--- src/shared/pccl_defs.svh ---
// Offsets, field positions, reset values and fixed codes of the configuration register bank
`ifndef PCCL_DEFS_SVH
`define PCCL_DEFS_SVH
`define PCCL_OFS_CMD_STAT 6'h04
`define PCCL_OFS_CLASS_REV 6'h08
`define PCCL_OFS_LAT_CLS 6'h0C
`define PCCL_OFS_CSR_BASE 6'h10
`define PCCL_BIT_MEM_EN 1
`define PCCL_BIT_MASTER_EN 2
`define PCCL_BIT_PAR_RESP 6
`define PCCL_BIT_SERR_EN 8
`define PCCL_BIT_NEW_CAP 20
`define PCCL_BIT_CAP66 21
`define PCCL_BIT_DATA_PAR 24
`define PCCL_BIT_TGT_ABORT 27
`define PCCL_BIT_RCV_TABORT 28
`define PCCL_BIT_RCV_MABORT 29
`define PCCL_BIT_SIG_SERR 30
`define PCCL_BIT_DET_PERR 31
`define PCCL_DEVSEL_TIMING 2'h1
`define PCCL_BASE_CLASS 8'h02
`define PCCL_SUB_CLASS 8'h00
`define PCCL_RST_CMD 16'h0000
`define PCCL_RST_LAT 8'h00
`define PCCL_RST_CLS 8'h00
`define PCCL_RST_BASE 21'h000000
`define PCCL_BASE_LSB 11
`endif

--- src/shared/pccl_pkg.sv ---
// Types shared by the configuration register bank
package pccl_pkg;
    // One configuration access from the bus target logic
    typedef struct packed {
        logic       wrEn;
        logic       rdEn;
        logic [5:0] addr;
        logic [3:0] byteEn;
        logic [31:0] wrData;
    } pccl_cfg_req_t;
    // Bus events that set sticky status bits
    typedef struct packed {
        logic addrParErr;
        logic dataParErr;
        logic dataParReport;
        logic targetAbort;
        logic rcvTargetAbort;
        logic rcvMasterAbort;
    } pccl_evt_t;
    // Latency timer state
    typedef enum logic [1:0] {LT_IDLE, LT_COUNT, LT_EXPIRED} pccl_lt_state_t;
endpackage

--- src/core/pccl_config_bank.sv ---
// Configuration register bank: command/status, class/revision, latency/cache line, CSR base
// Notes on behaviour
// - 66 MHz capable bit always reads zero
// - New capability bit follows loaded EEPROM flag
// - SERR enable and parity response plus address parity error asserts SERR
// - Parity response set: signal fatal error on parity
// - Parity response clear: parity errors only set the detected parity error bit
// - Parity response bit resets to zero
// - Bus mastering only while master enable set
// - Memory cycles answered only while memory enable
// - Base class byte reads network controller code
// - Subclass zero, reserved byte below reads zero
// - Writable eight-bit latency timer in byte one
// - FRAME released early: timer disregarded
// - Expired timer: terminate once GNT deasserted
// - Writable eight-bit cache line size, byte zero
// - Status bits clear by writing one only
// - Command all zero: only configuration accesses answered
// - Software reset leaves configuration registers alone
`include "pccl_defs.svh"
`timescale 1ns/1ns
`default_nettype none
module pccl_config_bank #(
    parameter logic [3:0] REVISION_NUM = 4'h3, // Arbitrary value
    parameter logic [3:0] STEP_NUM = 4'h5, // Arbitrary value
    parameter int LAT_WIDTH = 8
) (
    input wire logic sys_clk,
    input wire logic rst_b,
    input wire pccl_pkg::pccl_cfg_req_t cfgReq,
    input wire pccl_pkg::pccl_evt_t busEvt,
    input wire logic newCapFlag,
    input wire logic softReset,
    input wire logic masterFrameStart,
    input wire logic masterFrameEnd,
    input wire logic gntActive,
    input wire logic memCycleHit,
    output logic [31:0] cfgRdData,
    output logic cfgRdValid,
    output logic masterEnable,
    output logic memRespondEnable,
    output logic memCycleClaim,
    output logic serrAssert,
    output logic fatalParErr,
    output logic latTerminate,
    output logic [7:0] cacheLineSize,
    output logic [31:0] csrBaseAddr
);
    import pccl_pkg::*;

    // Elaboration check: the timer and the read path assume eight bits
    if (LAT_WIDTH != 8)
    begin : g_lat_width_check
        $error("Latency timer field must be eight bits wide");
    end

    ////////////////////////////////////////////////////////////////////////
    // State
    logic [15:0] cmd_reg, cmd_next; // Command half
    logic [5:0] stat_reg, stat_next; // Sticky status, bits 24 and 27..31
    logic capFlag_reg, capFlag_next; // Loaded capability flag
    logic [LAT_WIDTH-1:0] lat_reg, lat_next; // Latency timer value
    logic [7:0] cls_reg, cls_next; // Cache line size
    logic [20:0] base_reg, base_next; // CSR base bits 31..11
    // Read path and one-cycle pulse outputs
    logic [31:0] rd_reg, rd_next; // Read data, stands until the next read
    logic rdv_reg, rdv_next; // Read valid pulse
    logic serr_reg, serr_next; // System error pulse
    logic fatal_reg, fatal_next; // Fatal parity pulse
    logic claim_reg, claim_next; // Memory claim pulse
    // Latency timer group
    pccl_lt_state_t lt_reg, lt_next; // Timer phase
    logic [LAT_WIDTH-1:0] ltCnt_reg, ltCnt_next; // Down counter
    logic term_reg, term_next; // Terminate request
    logic [31:0] wMask; // Byte enables spread to bits
    logic [31:0] wData; // Write data with idle lanes zeroed
    logic [31:0] statWord; // Command/status word as read

    ////////////////////////////////////////////////////////////////////////
    // Read value assembly
    always_comb
    begin
        // Byte enables widened so each lane masks only its own bits
        wMask = {{8{cfgReq.byteEn[3]}}, {8{cfgReq.byteEn[2]}}, {8{cfgReq.byteEn[1]}}, {8{cfgReq.byteEn[0]}}};
        wData = cfgReq.wrData & wMask;
        statWord = 32'h00000000; // Reserved bits stay zero
        statWord[`PCCL_BIT_DET_PERR] = stat_reg[5];
        statWord[`PCCL_BIT_SIG_SERR] = stat_reg[4];
        statWord[`PCCL_BIT_RCV_MABORT] = stat_reg[3];
        statWord[`PCCL_BIT_RCV_TABORT] = stat_reg[2];
        statWord[`PCCL_BIT_TGT_ABORT] = stat_reg[1];
        // Select timing is fixed, never written
        statWord[26:25] = `PCCL_DEVSEL_TIMING;
        statWord[`PCCL_BIT_DATA_PAR] = stat_reg[0];
        statWord[`PCCL_BIT_CAP66] = 1'b0;
        statWord[`PCCL_BIT_NEW_CAP] = capFlag_reg;
        statWord[15:0] = cmd_reg;
    end

    ////////////////////////////////////////////////////////////////////////
    // Register file next state
    always_comb
    begin
        // Hold all state but the capability flag by default; pulses drop after one cycle
        cmd_next = cmd_reg;
        stat_next = stat_reg;
        capFlag_next = newCapFlag;
        lat_next = lat_reg;
        cls_next = cls_reg;
        base_next = base_reg;
        rd_next = rd_reg;
        rdv_next = 1'b0;
        serr_next = 1'b0;
        fatal_next = 1'b0;
        claim_next = 1'b0;
        // Soft reset is not looked at: only rst_b restores defaults
        if (cfgReq.wrEn)
        begin
            case (cfgReq.addr)
                `PCCL_OFS_CMD_STAT:
                begin
                    // Only bits 8, 6, 2, 1 are writable
                    cmd_next = (cmd_reg & ~wMask[15:0]) | (wData[15:0] & 16'h0146);
                    // Write one to clear
                    stat_next = stat_reg & ~{wData[31], wData[30], wData[29], wData[28], wData[27], wData[24]};
                end
                // Each field follows its own byte enable
                `PCCL_OFS_LAT_CLS:
                begin
                    if (cfgReq.byteEn[1])
                        lat_next = wData[15:8];
                    if (cfgReq.byteEn[0])
                        cls_next = wData[7:0];
                end
                `PCCL_OFS_CSR_BASE:
                begin
                    // Bits 10..0 read zero; memory indicator fixed
                    base_next = (base_reg & ~wMask[31:11]) | wData[31:11];
                end
                default:
                begin
                    // Class/revision and unmapped writes are discarded
                end
            endcase
        end
        // Hardware events set after any clear, so the set wins
        // Any parity error is recorded, even with the response off
        if (busEvt.addrParErr || busEvt.dataParErr)
            stat_next[5] = 1'b1;
        // Address parity needs both enables to raise the system error
        if (busEvt.addrParErr && cmd_reg[`PCCL_BIT_SERR_EN] && cmd_reg[`PCCL_BIT_PAR_RESP])
        begin
            serr_next = 1'b1;
            stat_next[4] = 1'b1;
        end
        // With the response off a parity error leaves operation alone
        if ((busEvt.addrParErr || busEvt.dataParErr) && cmd_reg[`PCCL_BIT_PAR_RESP])
            fatal_next = 1'b1;
        // Data parity report only counts with the response on
        if (busEvt.dataParReport && cmd_reg[`PCCL_BIT_PAR_RESP])
            stat_next[0] = 1'b1;
        // Abort outcomes of target and master cycles
        if (busEvt.targetAbort)
            stat_next[1] = 1'b1;
        if (busEvt.rcvTargetAbort)
            stat_next[2] = 1'b1;
        if (busEvt.rcvMasterAbort)
            stat_next[3] = 1'b1;
        // Memory claims gated by enable; zero command drops all but config
        claim_next = memCycleHit && cmd_reg[`PCCL_BIT_MEM_EN];
        // A read answers one cycle after it is taken; old value if written at once
        if (cfgReq.rdEn)
        begin
            rdv_next = 1'b1;
            case (cfgReq.addr)
                `PCCL_OFS_CMD_STAT: rd_next = statWord;
                `PCCL_OFS_CLASS_REV: rd_next = {`PCCL_BASE_CLASS, `PCCL_SUB_CLASS, 8'h00, REVISION_NUM, STEP_NUM};
                `PCCL_OFS_LAT_CLS: rd_next = {16'h0000, lat_reg, cls_reg};
                `PCCL_OFS_CSR_BASE: rd_next = {base_reg, 11'h000};
                default: rd_next = 32'h00000000;
            endcase
        end
    end

    ////////////////////////////////////////////////////////////////////////
    // Latency timer: runs per master frame
    always_comb
    begin
        lt_next = lt_reg;
        ltCnt_next = ltCnt_reg;
        // Terminate request is judged afresh each cycle
        term_next = 1'b0;
        case (lt_reg)
            // Waits for our own frame while mastering is allowed
            LT_IDLE:
            begin
                if (masterFrameStart && cmd_reg[`PCCL_BIT_MASTER_EN])
                begin
                    lt_next = (lat_reg == 8'h00) ? LT_EXPIRED : LT_COUNT;
                    ltCnt_next = lat_reg;
                end
            end
            // One count per bus clock; a count of one is the last
            LT_COUNT:
            begin
                if (masterFrameEnd)
                    lt_next = LT_IDLE;
                else if (ltCnt_reg <= 8'h01)
                    lt_next = LT_EXPIRED;
                else
                    ltCnt_next = ltCnt_reg - 8'h01;
            end
            // Holds until our frame ends; a zero setting lands here at once
            LT_EXPIRED:
            begin
                if (masterFrameEnd)
                    lt_next = LT_IDLE;
                else
                    term_next = !gntActive;
            end
            default: lt_next = LT_IDLE;
        endcase
    end

    ////////////////////////////////////////////////////////////////////////
    // Register file flops
    // Only the hardware reset reaches these; a soft reset never does
    always_ff @(posedge sys_clk or negedge rst_b)
    begin
        if (!rst_b)
        begin
            // Defaults of a hardware reset
            cmd_reg <= `PCCL_RST_CMD;
            stat_reg <= 6'h00;
            capFlag_reg <= 1'b0;
            lat_reg <= `PCCL_RST_LAT;
            cls_reg <= `PCCL_RST_CLS;
            base_reg <= `PCCL_RST_BASE;
            rd_reg <= 32'h00000000;
            rdv_reg <= 1'b0;
            serr_reg <= 1'b0;
            fatal_reg <= 1'b0;
            claim_reg <= 1'b0;
        end
        else
        begin
            cmd_reg <= cmd_next;
            stat_reg <= stat_next;
            capFlag_reg <= capFlag_next;
            lat_reg <= lat_next;
            cls_reg <= cls_next;
            base_reg <= base_next;
            rd_reg <= rd_next;
            rdv_reg <= rdv_next;
            serr_reg <= serr_next;
            fatal_reg <= fatal_next;
            claim_reg <= claim_next;
        end
    end

    ////////////////////////////////////////////////////////////////////////
    // Latency timer flops
    always_ff @(posedge sys_clk or negedge rst_b)
    begin
        if (!rst_b)
        begin
            // No frame in flight after reset
            lt_reg <= LT_IDLE;
            ltCnt_reg <= 8'h00;
            term_reg <= 1'b0;
        end
        else
        begin
            lt_reg <= lt_next;
            ltCnt_reg <= ltCnt_next;
            term_reg <= term_next;
        end
    end

    ////////////////////////////////////////////////////////////////////////
    // Outputs, all from flip-flops
    // Command bits leave as levels, the rest as registered values
    assign cfgRdData = rd_reg;
    assign cfgRdValid = rdv_reg;
    assign masterEnable = cmd_reg[`PCCL_BIT_MASTER_EN];
    assign memRespondEnable = cmd_reg[`PCCL_BIT_MEM_EN];
    assign memCycleClaim = claim_reg;
    assign serrAssert = serr_reg;
    assign fatalParErr = fatal_reg;
    assign latTerminate = term_reg;
    assign cacheLineSize = cls_reg;
    assign csrBaseAddr = {base_reg, 11'h000};
endmodule
`default_nettype wire

--- config.mk ---
export PLATFORM = sky130hd
export DESIGN_NAME = pccl_config_bank
export DESIGN_NICKNAME = d
export VERILOG_FILES = /design/src/shared/pccl_pkg.sv /design/src/core/pccl_config_bank.sv
export VERILOG_INCLUDE_DIRS = /design/src /design/src/shared
export SDC_FILE = /design/constraint.sdc
export NUM_CORES = 1
export LEC_CHECK = 0
export ABC_AREA = 1
export BUFFER_PORTS_ARGS = -buffer_cell sky130_fd_sc_hd__buf_2
export CAP_MARGIN = 20
export CORE_MARGIN = 10
export CORE_UTILIZATION = 47
export CTS_CLUSTER_DIAMETER = 200
export DETAILED_ROUTE_END_ITERATION = 10
export PLACE_DENSITY = 0.74
export SETUP_SLACK_MARGIN = 0.05
export SLEW_MARGIN = 20
export SYNTH_ARGS = -nofsm -noshare
export SYNTH_HDL_FRONTEND = slang
export SYNTH_SLANG_ARGS = --single-unit
--- constraint.sdc ---
create_clock -name sys_clk -period 1.3 [get_ports sys_clk]
set_input_delay 0.13 -clock sys_clk [delete_from_list [all_inputs] [get_ports sys_clk]]
set_output_delay 0.13 -clock sys_clk [all_outputs]
set_load 0.02 [all_outputs]
==> results by group <==
Synth
  – Area leader, netlist: dfrtp_1
  – Syn Inst Count: 629
  – Sequential fraction of the synthesis area: 0.5325
  – Yosys warnings: 0
  – Top cells by area, synth: dfrtp_1, nand2_1, nand3_1
  – Synthesized flop and latch total: 107
  – Yosys cell types: 30
  – Mean Syn Cell Area: 7.995 um2
  – Mapped Area: 5029 um2
  – Top-area cell type share of the netlist area: 0.5325

Layout
  – P&R area growth vs syn: 33.99%
  – Finished layout cell area: 6738 um2
  – Fraction of layout cells with a size suffix above 1: 0.2662
  – Final net count: 874
  – Filler Cell Count: 875

STA
  – Endpoints failing setup: 10
  – Clock skew: 0.01125 ns
  – RSZ-0062 raised after global routing: true
  – Fin crit share: 1.115
  – Hold Fails Final Rpt: 0
  – Final Critical Period: 1.450 ns
  – Pins Over Slew Limit: 0
  – Setup ws final: -0.1498 ns
  – Max Fclk: 689.7 MHz

Setup path
  – Critical Path Source Type: flip-flop
  – Worst setup path start: ltCnt_reg[0]$_DFFE_PN0P_
  – Setup crit end kind: flip-flop
  – Worst R2R Setup Slack: -0.15 ns
  – CP Max Fanout: 5
  – Worst Setup Path Type: reg2reg
  – Crit Reg-Reg Startpoint: ltCnt_reg[0]$_DFFE_PN0P_
  – Worst Path Arrival: 1.72 ns
  – Critical path data required time: 1.57 ns

Run
  – Max_cap viols: 0

Floorplan
  – Die Wd: 123.4 um
  – Initial core utilization: 0.4849
  – Core Region: 10370 um2
  – IO Pins: 137
  – Row count: 37
  – Die height: 123.4 um
  – Die area: 15240 um2

Placed design
  – Detailed placement HPWL: 10600 um
  – IO buf count: 124
  – Cell Area, Placed: 6072 um2
  – Routability cong.: 0.8731

CTS
  – Root buf cell: clkbuf_8
  – Worst-Skew Late Latency: 0.37 ns
  – Cts bufs inserted: 9
  – TritonCTS clock tree: built
  – Clk sinks: 107
  – Clock buffer depth: 2
  – Worst-path clk slew: 0.10 ns
  – H-tree depth: 3

Detailed routing
  – Avg Vias per Cell: 5.033
  – Vias: 4817
  – Initial DRC count: 332
  – Drt first pass iters: 5
  – Post-Route WL: 14570 um
  – Antenna viol nets, final: 0
  – Residual DRC count: 0
  – Avg WL per Cell: 15.23 um

GRT
  – Global routing met3 resource utilization: 0.05105
  – Vias in the first global route: 4958
  – First-pass GRT wire length: 23930 um
  – Gr busiest metal: met2
  – GRT Overall Usage: 0.1953
  – Largest net degree at the start of global routing: 36
  – Initial antenna violation count: 2
  – Remaining global-route overflow: 0
  – GRT met1 Usage: 0.2351
  – GRT met2 Usage: 0.3262

Power and ir drop
  – Total power: 8.584 mW
  – Leakage power: 3.864 nW
  – PwrDens: 1274 nW/um2
  – Peak VDD IR: 0.7029 mV

Worst hold path
  – Hold path start: cfgReq[1]
  – Hold Crit Class: in2reg

Status
  – Failing checks: setup timing
  – Run status: finished, violations left
## cell usage after synthesis
cell type / number
buf_6: 1
buf_4: 13
nor2_2: 1
nand3_4: 1
nor3b_2: 1
xor2_1: 1
inv_2: 1
and2_1: 1
conb_1: 1
o21ai_0: 19
nor2_1: 43
nor2_8: 1
or2_2: 1
a21oi_1: 8
buf_2: 11
dfrtp_1: 107
nand4_4: 1
nand3_1: 60
buf_1: 3
nand2_1: 244
o21ai_2: 3
nor3_2: 1
nor2_4: 3
o21ai_1: 7
o31ai_1: 5
nand2_2: 4
inv_1: 61
clkbuf_1: 6
ha_1: 2
nand4_1: 18
## path summary, 6_finish.rpt
kind / end / depth (start not counted)
setup / recovery: ltCnt_reg[7]$_DFFE_PN0P_ / 10
hold / removal: cacheLineSize[1]$_DFFE_PN0P_ / 3
setup reg to reg: ltCnt_reg[7]$_DFFE_PN0P_ / 10
hold reg to reg: stat_reg[1]$_DFFE_PN0P_ / 2
max in group asynchronous: asynchronous set/reset pin / 3
min in group asynchronous: latTerminate$_DFF_PN0_ / 2
## through the flow
step	hold slack [ns]	cells	setup WS [ns]	setup TNS [ns]	utilization
detailed placement	0.08423	908	-0.1810	-2.415	0.5855
global route	0.01709	957	-0.2380	-1.858	0.6497
CTS	0.009076	954	-0.1182	-0.7067	0.6420
global placement	0.07710	908	-0.08805	-0.8173	0.5855
floorplan	-0.1656	639	-0.008098	-0.01620	-
finish	0.01747	957	-0.1498	-1.061	0.6497
## power by group
part	leakage (nW)	internal [mW]	switching [mW]
clock network	0.137	1.58	1.11
logic	2.36	0.879	1.22
registers	1.37	3.59	0.199
total	3.86	6.05	2.53
## critical path: stages, from the launching register on
cell and delay [ns]:
dfrtp_1 0.44, inv_2 0.10, ha_4 0.15, nor2_4 0.04, nor2_4 0.13, nand3_4 0.10, nand2_4 0.12, buf_12 0.12
nor2_4 0.03, nand2_2 0.06, nand2_1 0.05
## layout make-up
cell class | count | area (um2) | area share
inverters | 62 | 232.7 | 0.03454
flip-flops and latches | 107 | 2678 | 0.3974
clock inverters | 4 | 120.1 | 0.01783
well taps | 136 | 170.2 | 0.02526
diodes | 2 | 5.005 | 0.0007428
clock buffers | 12 | 155.1 | 0.02303
repair buffers | 198 | 1339 | 0.1987
multi-input cells | 436 | 2038 | 0.3025
## routing by layer
| metal | wire length (um) | part of all wire |
|---|---|---|
| met3 | 1026 | 0.070 |
| met1 | 5974 | 0.41 |
| met5 | 0 | 0 |
| met2 | 7225 | 0.50 |
| met4 | 346 | 0.024 |
## cell usage in the layout (no fill, tap or decap), types with 3 or more instances in the layout
cell / Yosys / routed
inv_1: 61 / 59
o21ai_0: 19 / 17
o21ai_2: 3 / 3
nor2_4: 3 / 6
nand3_1: 60 / 59
conb_1: 1 / 11
a21oi_1: 8 / 8
nand4_1: 18 / 18
nand2_2: 4 / 8
dlygate4sd3_1: 0 / 27
bufinv_16: 0 / 4
buf_4: 13 / 41
inv_2: 1 / 3
nand2_1: 244 / 239
buf_12: 0 / 6
nor2_1: 43 / 39
buf_2: 11 / 123
o21ai_1: 7 / 9
clkbuf_8: 0 / 11
o31ai_1: 5 / 5
dfrtp_1: 107 / 107
## cell families after synthesis
family,count (synthesis),synth area share
simple gates,380,0.3279
flops,107,0.5325
buf+inv,96,0.08559
compound gates,42,0.04653
fa+ha+maj,2,0.004976
xor+xnor,1,0.001742
other cells,1,0.0007457
## timing repair
item | 4_1_cts | 5_1_grt
hold buffers | 27 | 0
buffers inserted | 3 | 0
cloned | 0 | 1
endpoints found under the setup margin | 9 | 10
hold endpoints to repair | 47 | 0
gates resized for setup | 5 | 14
pin swaps | 5 | 9
(Power assumes the default switching activity.)
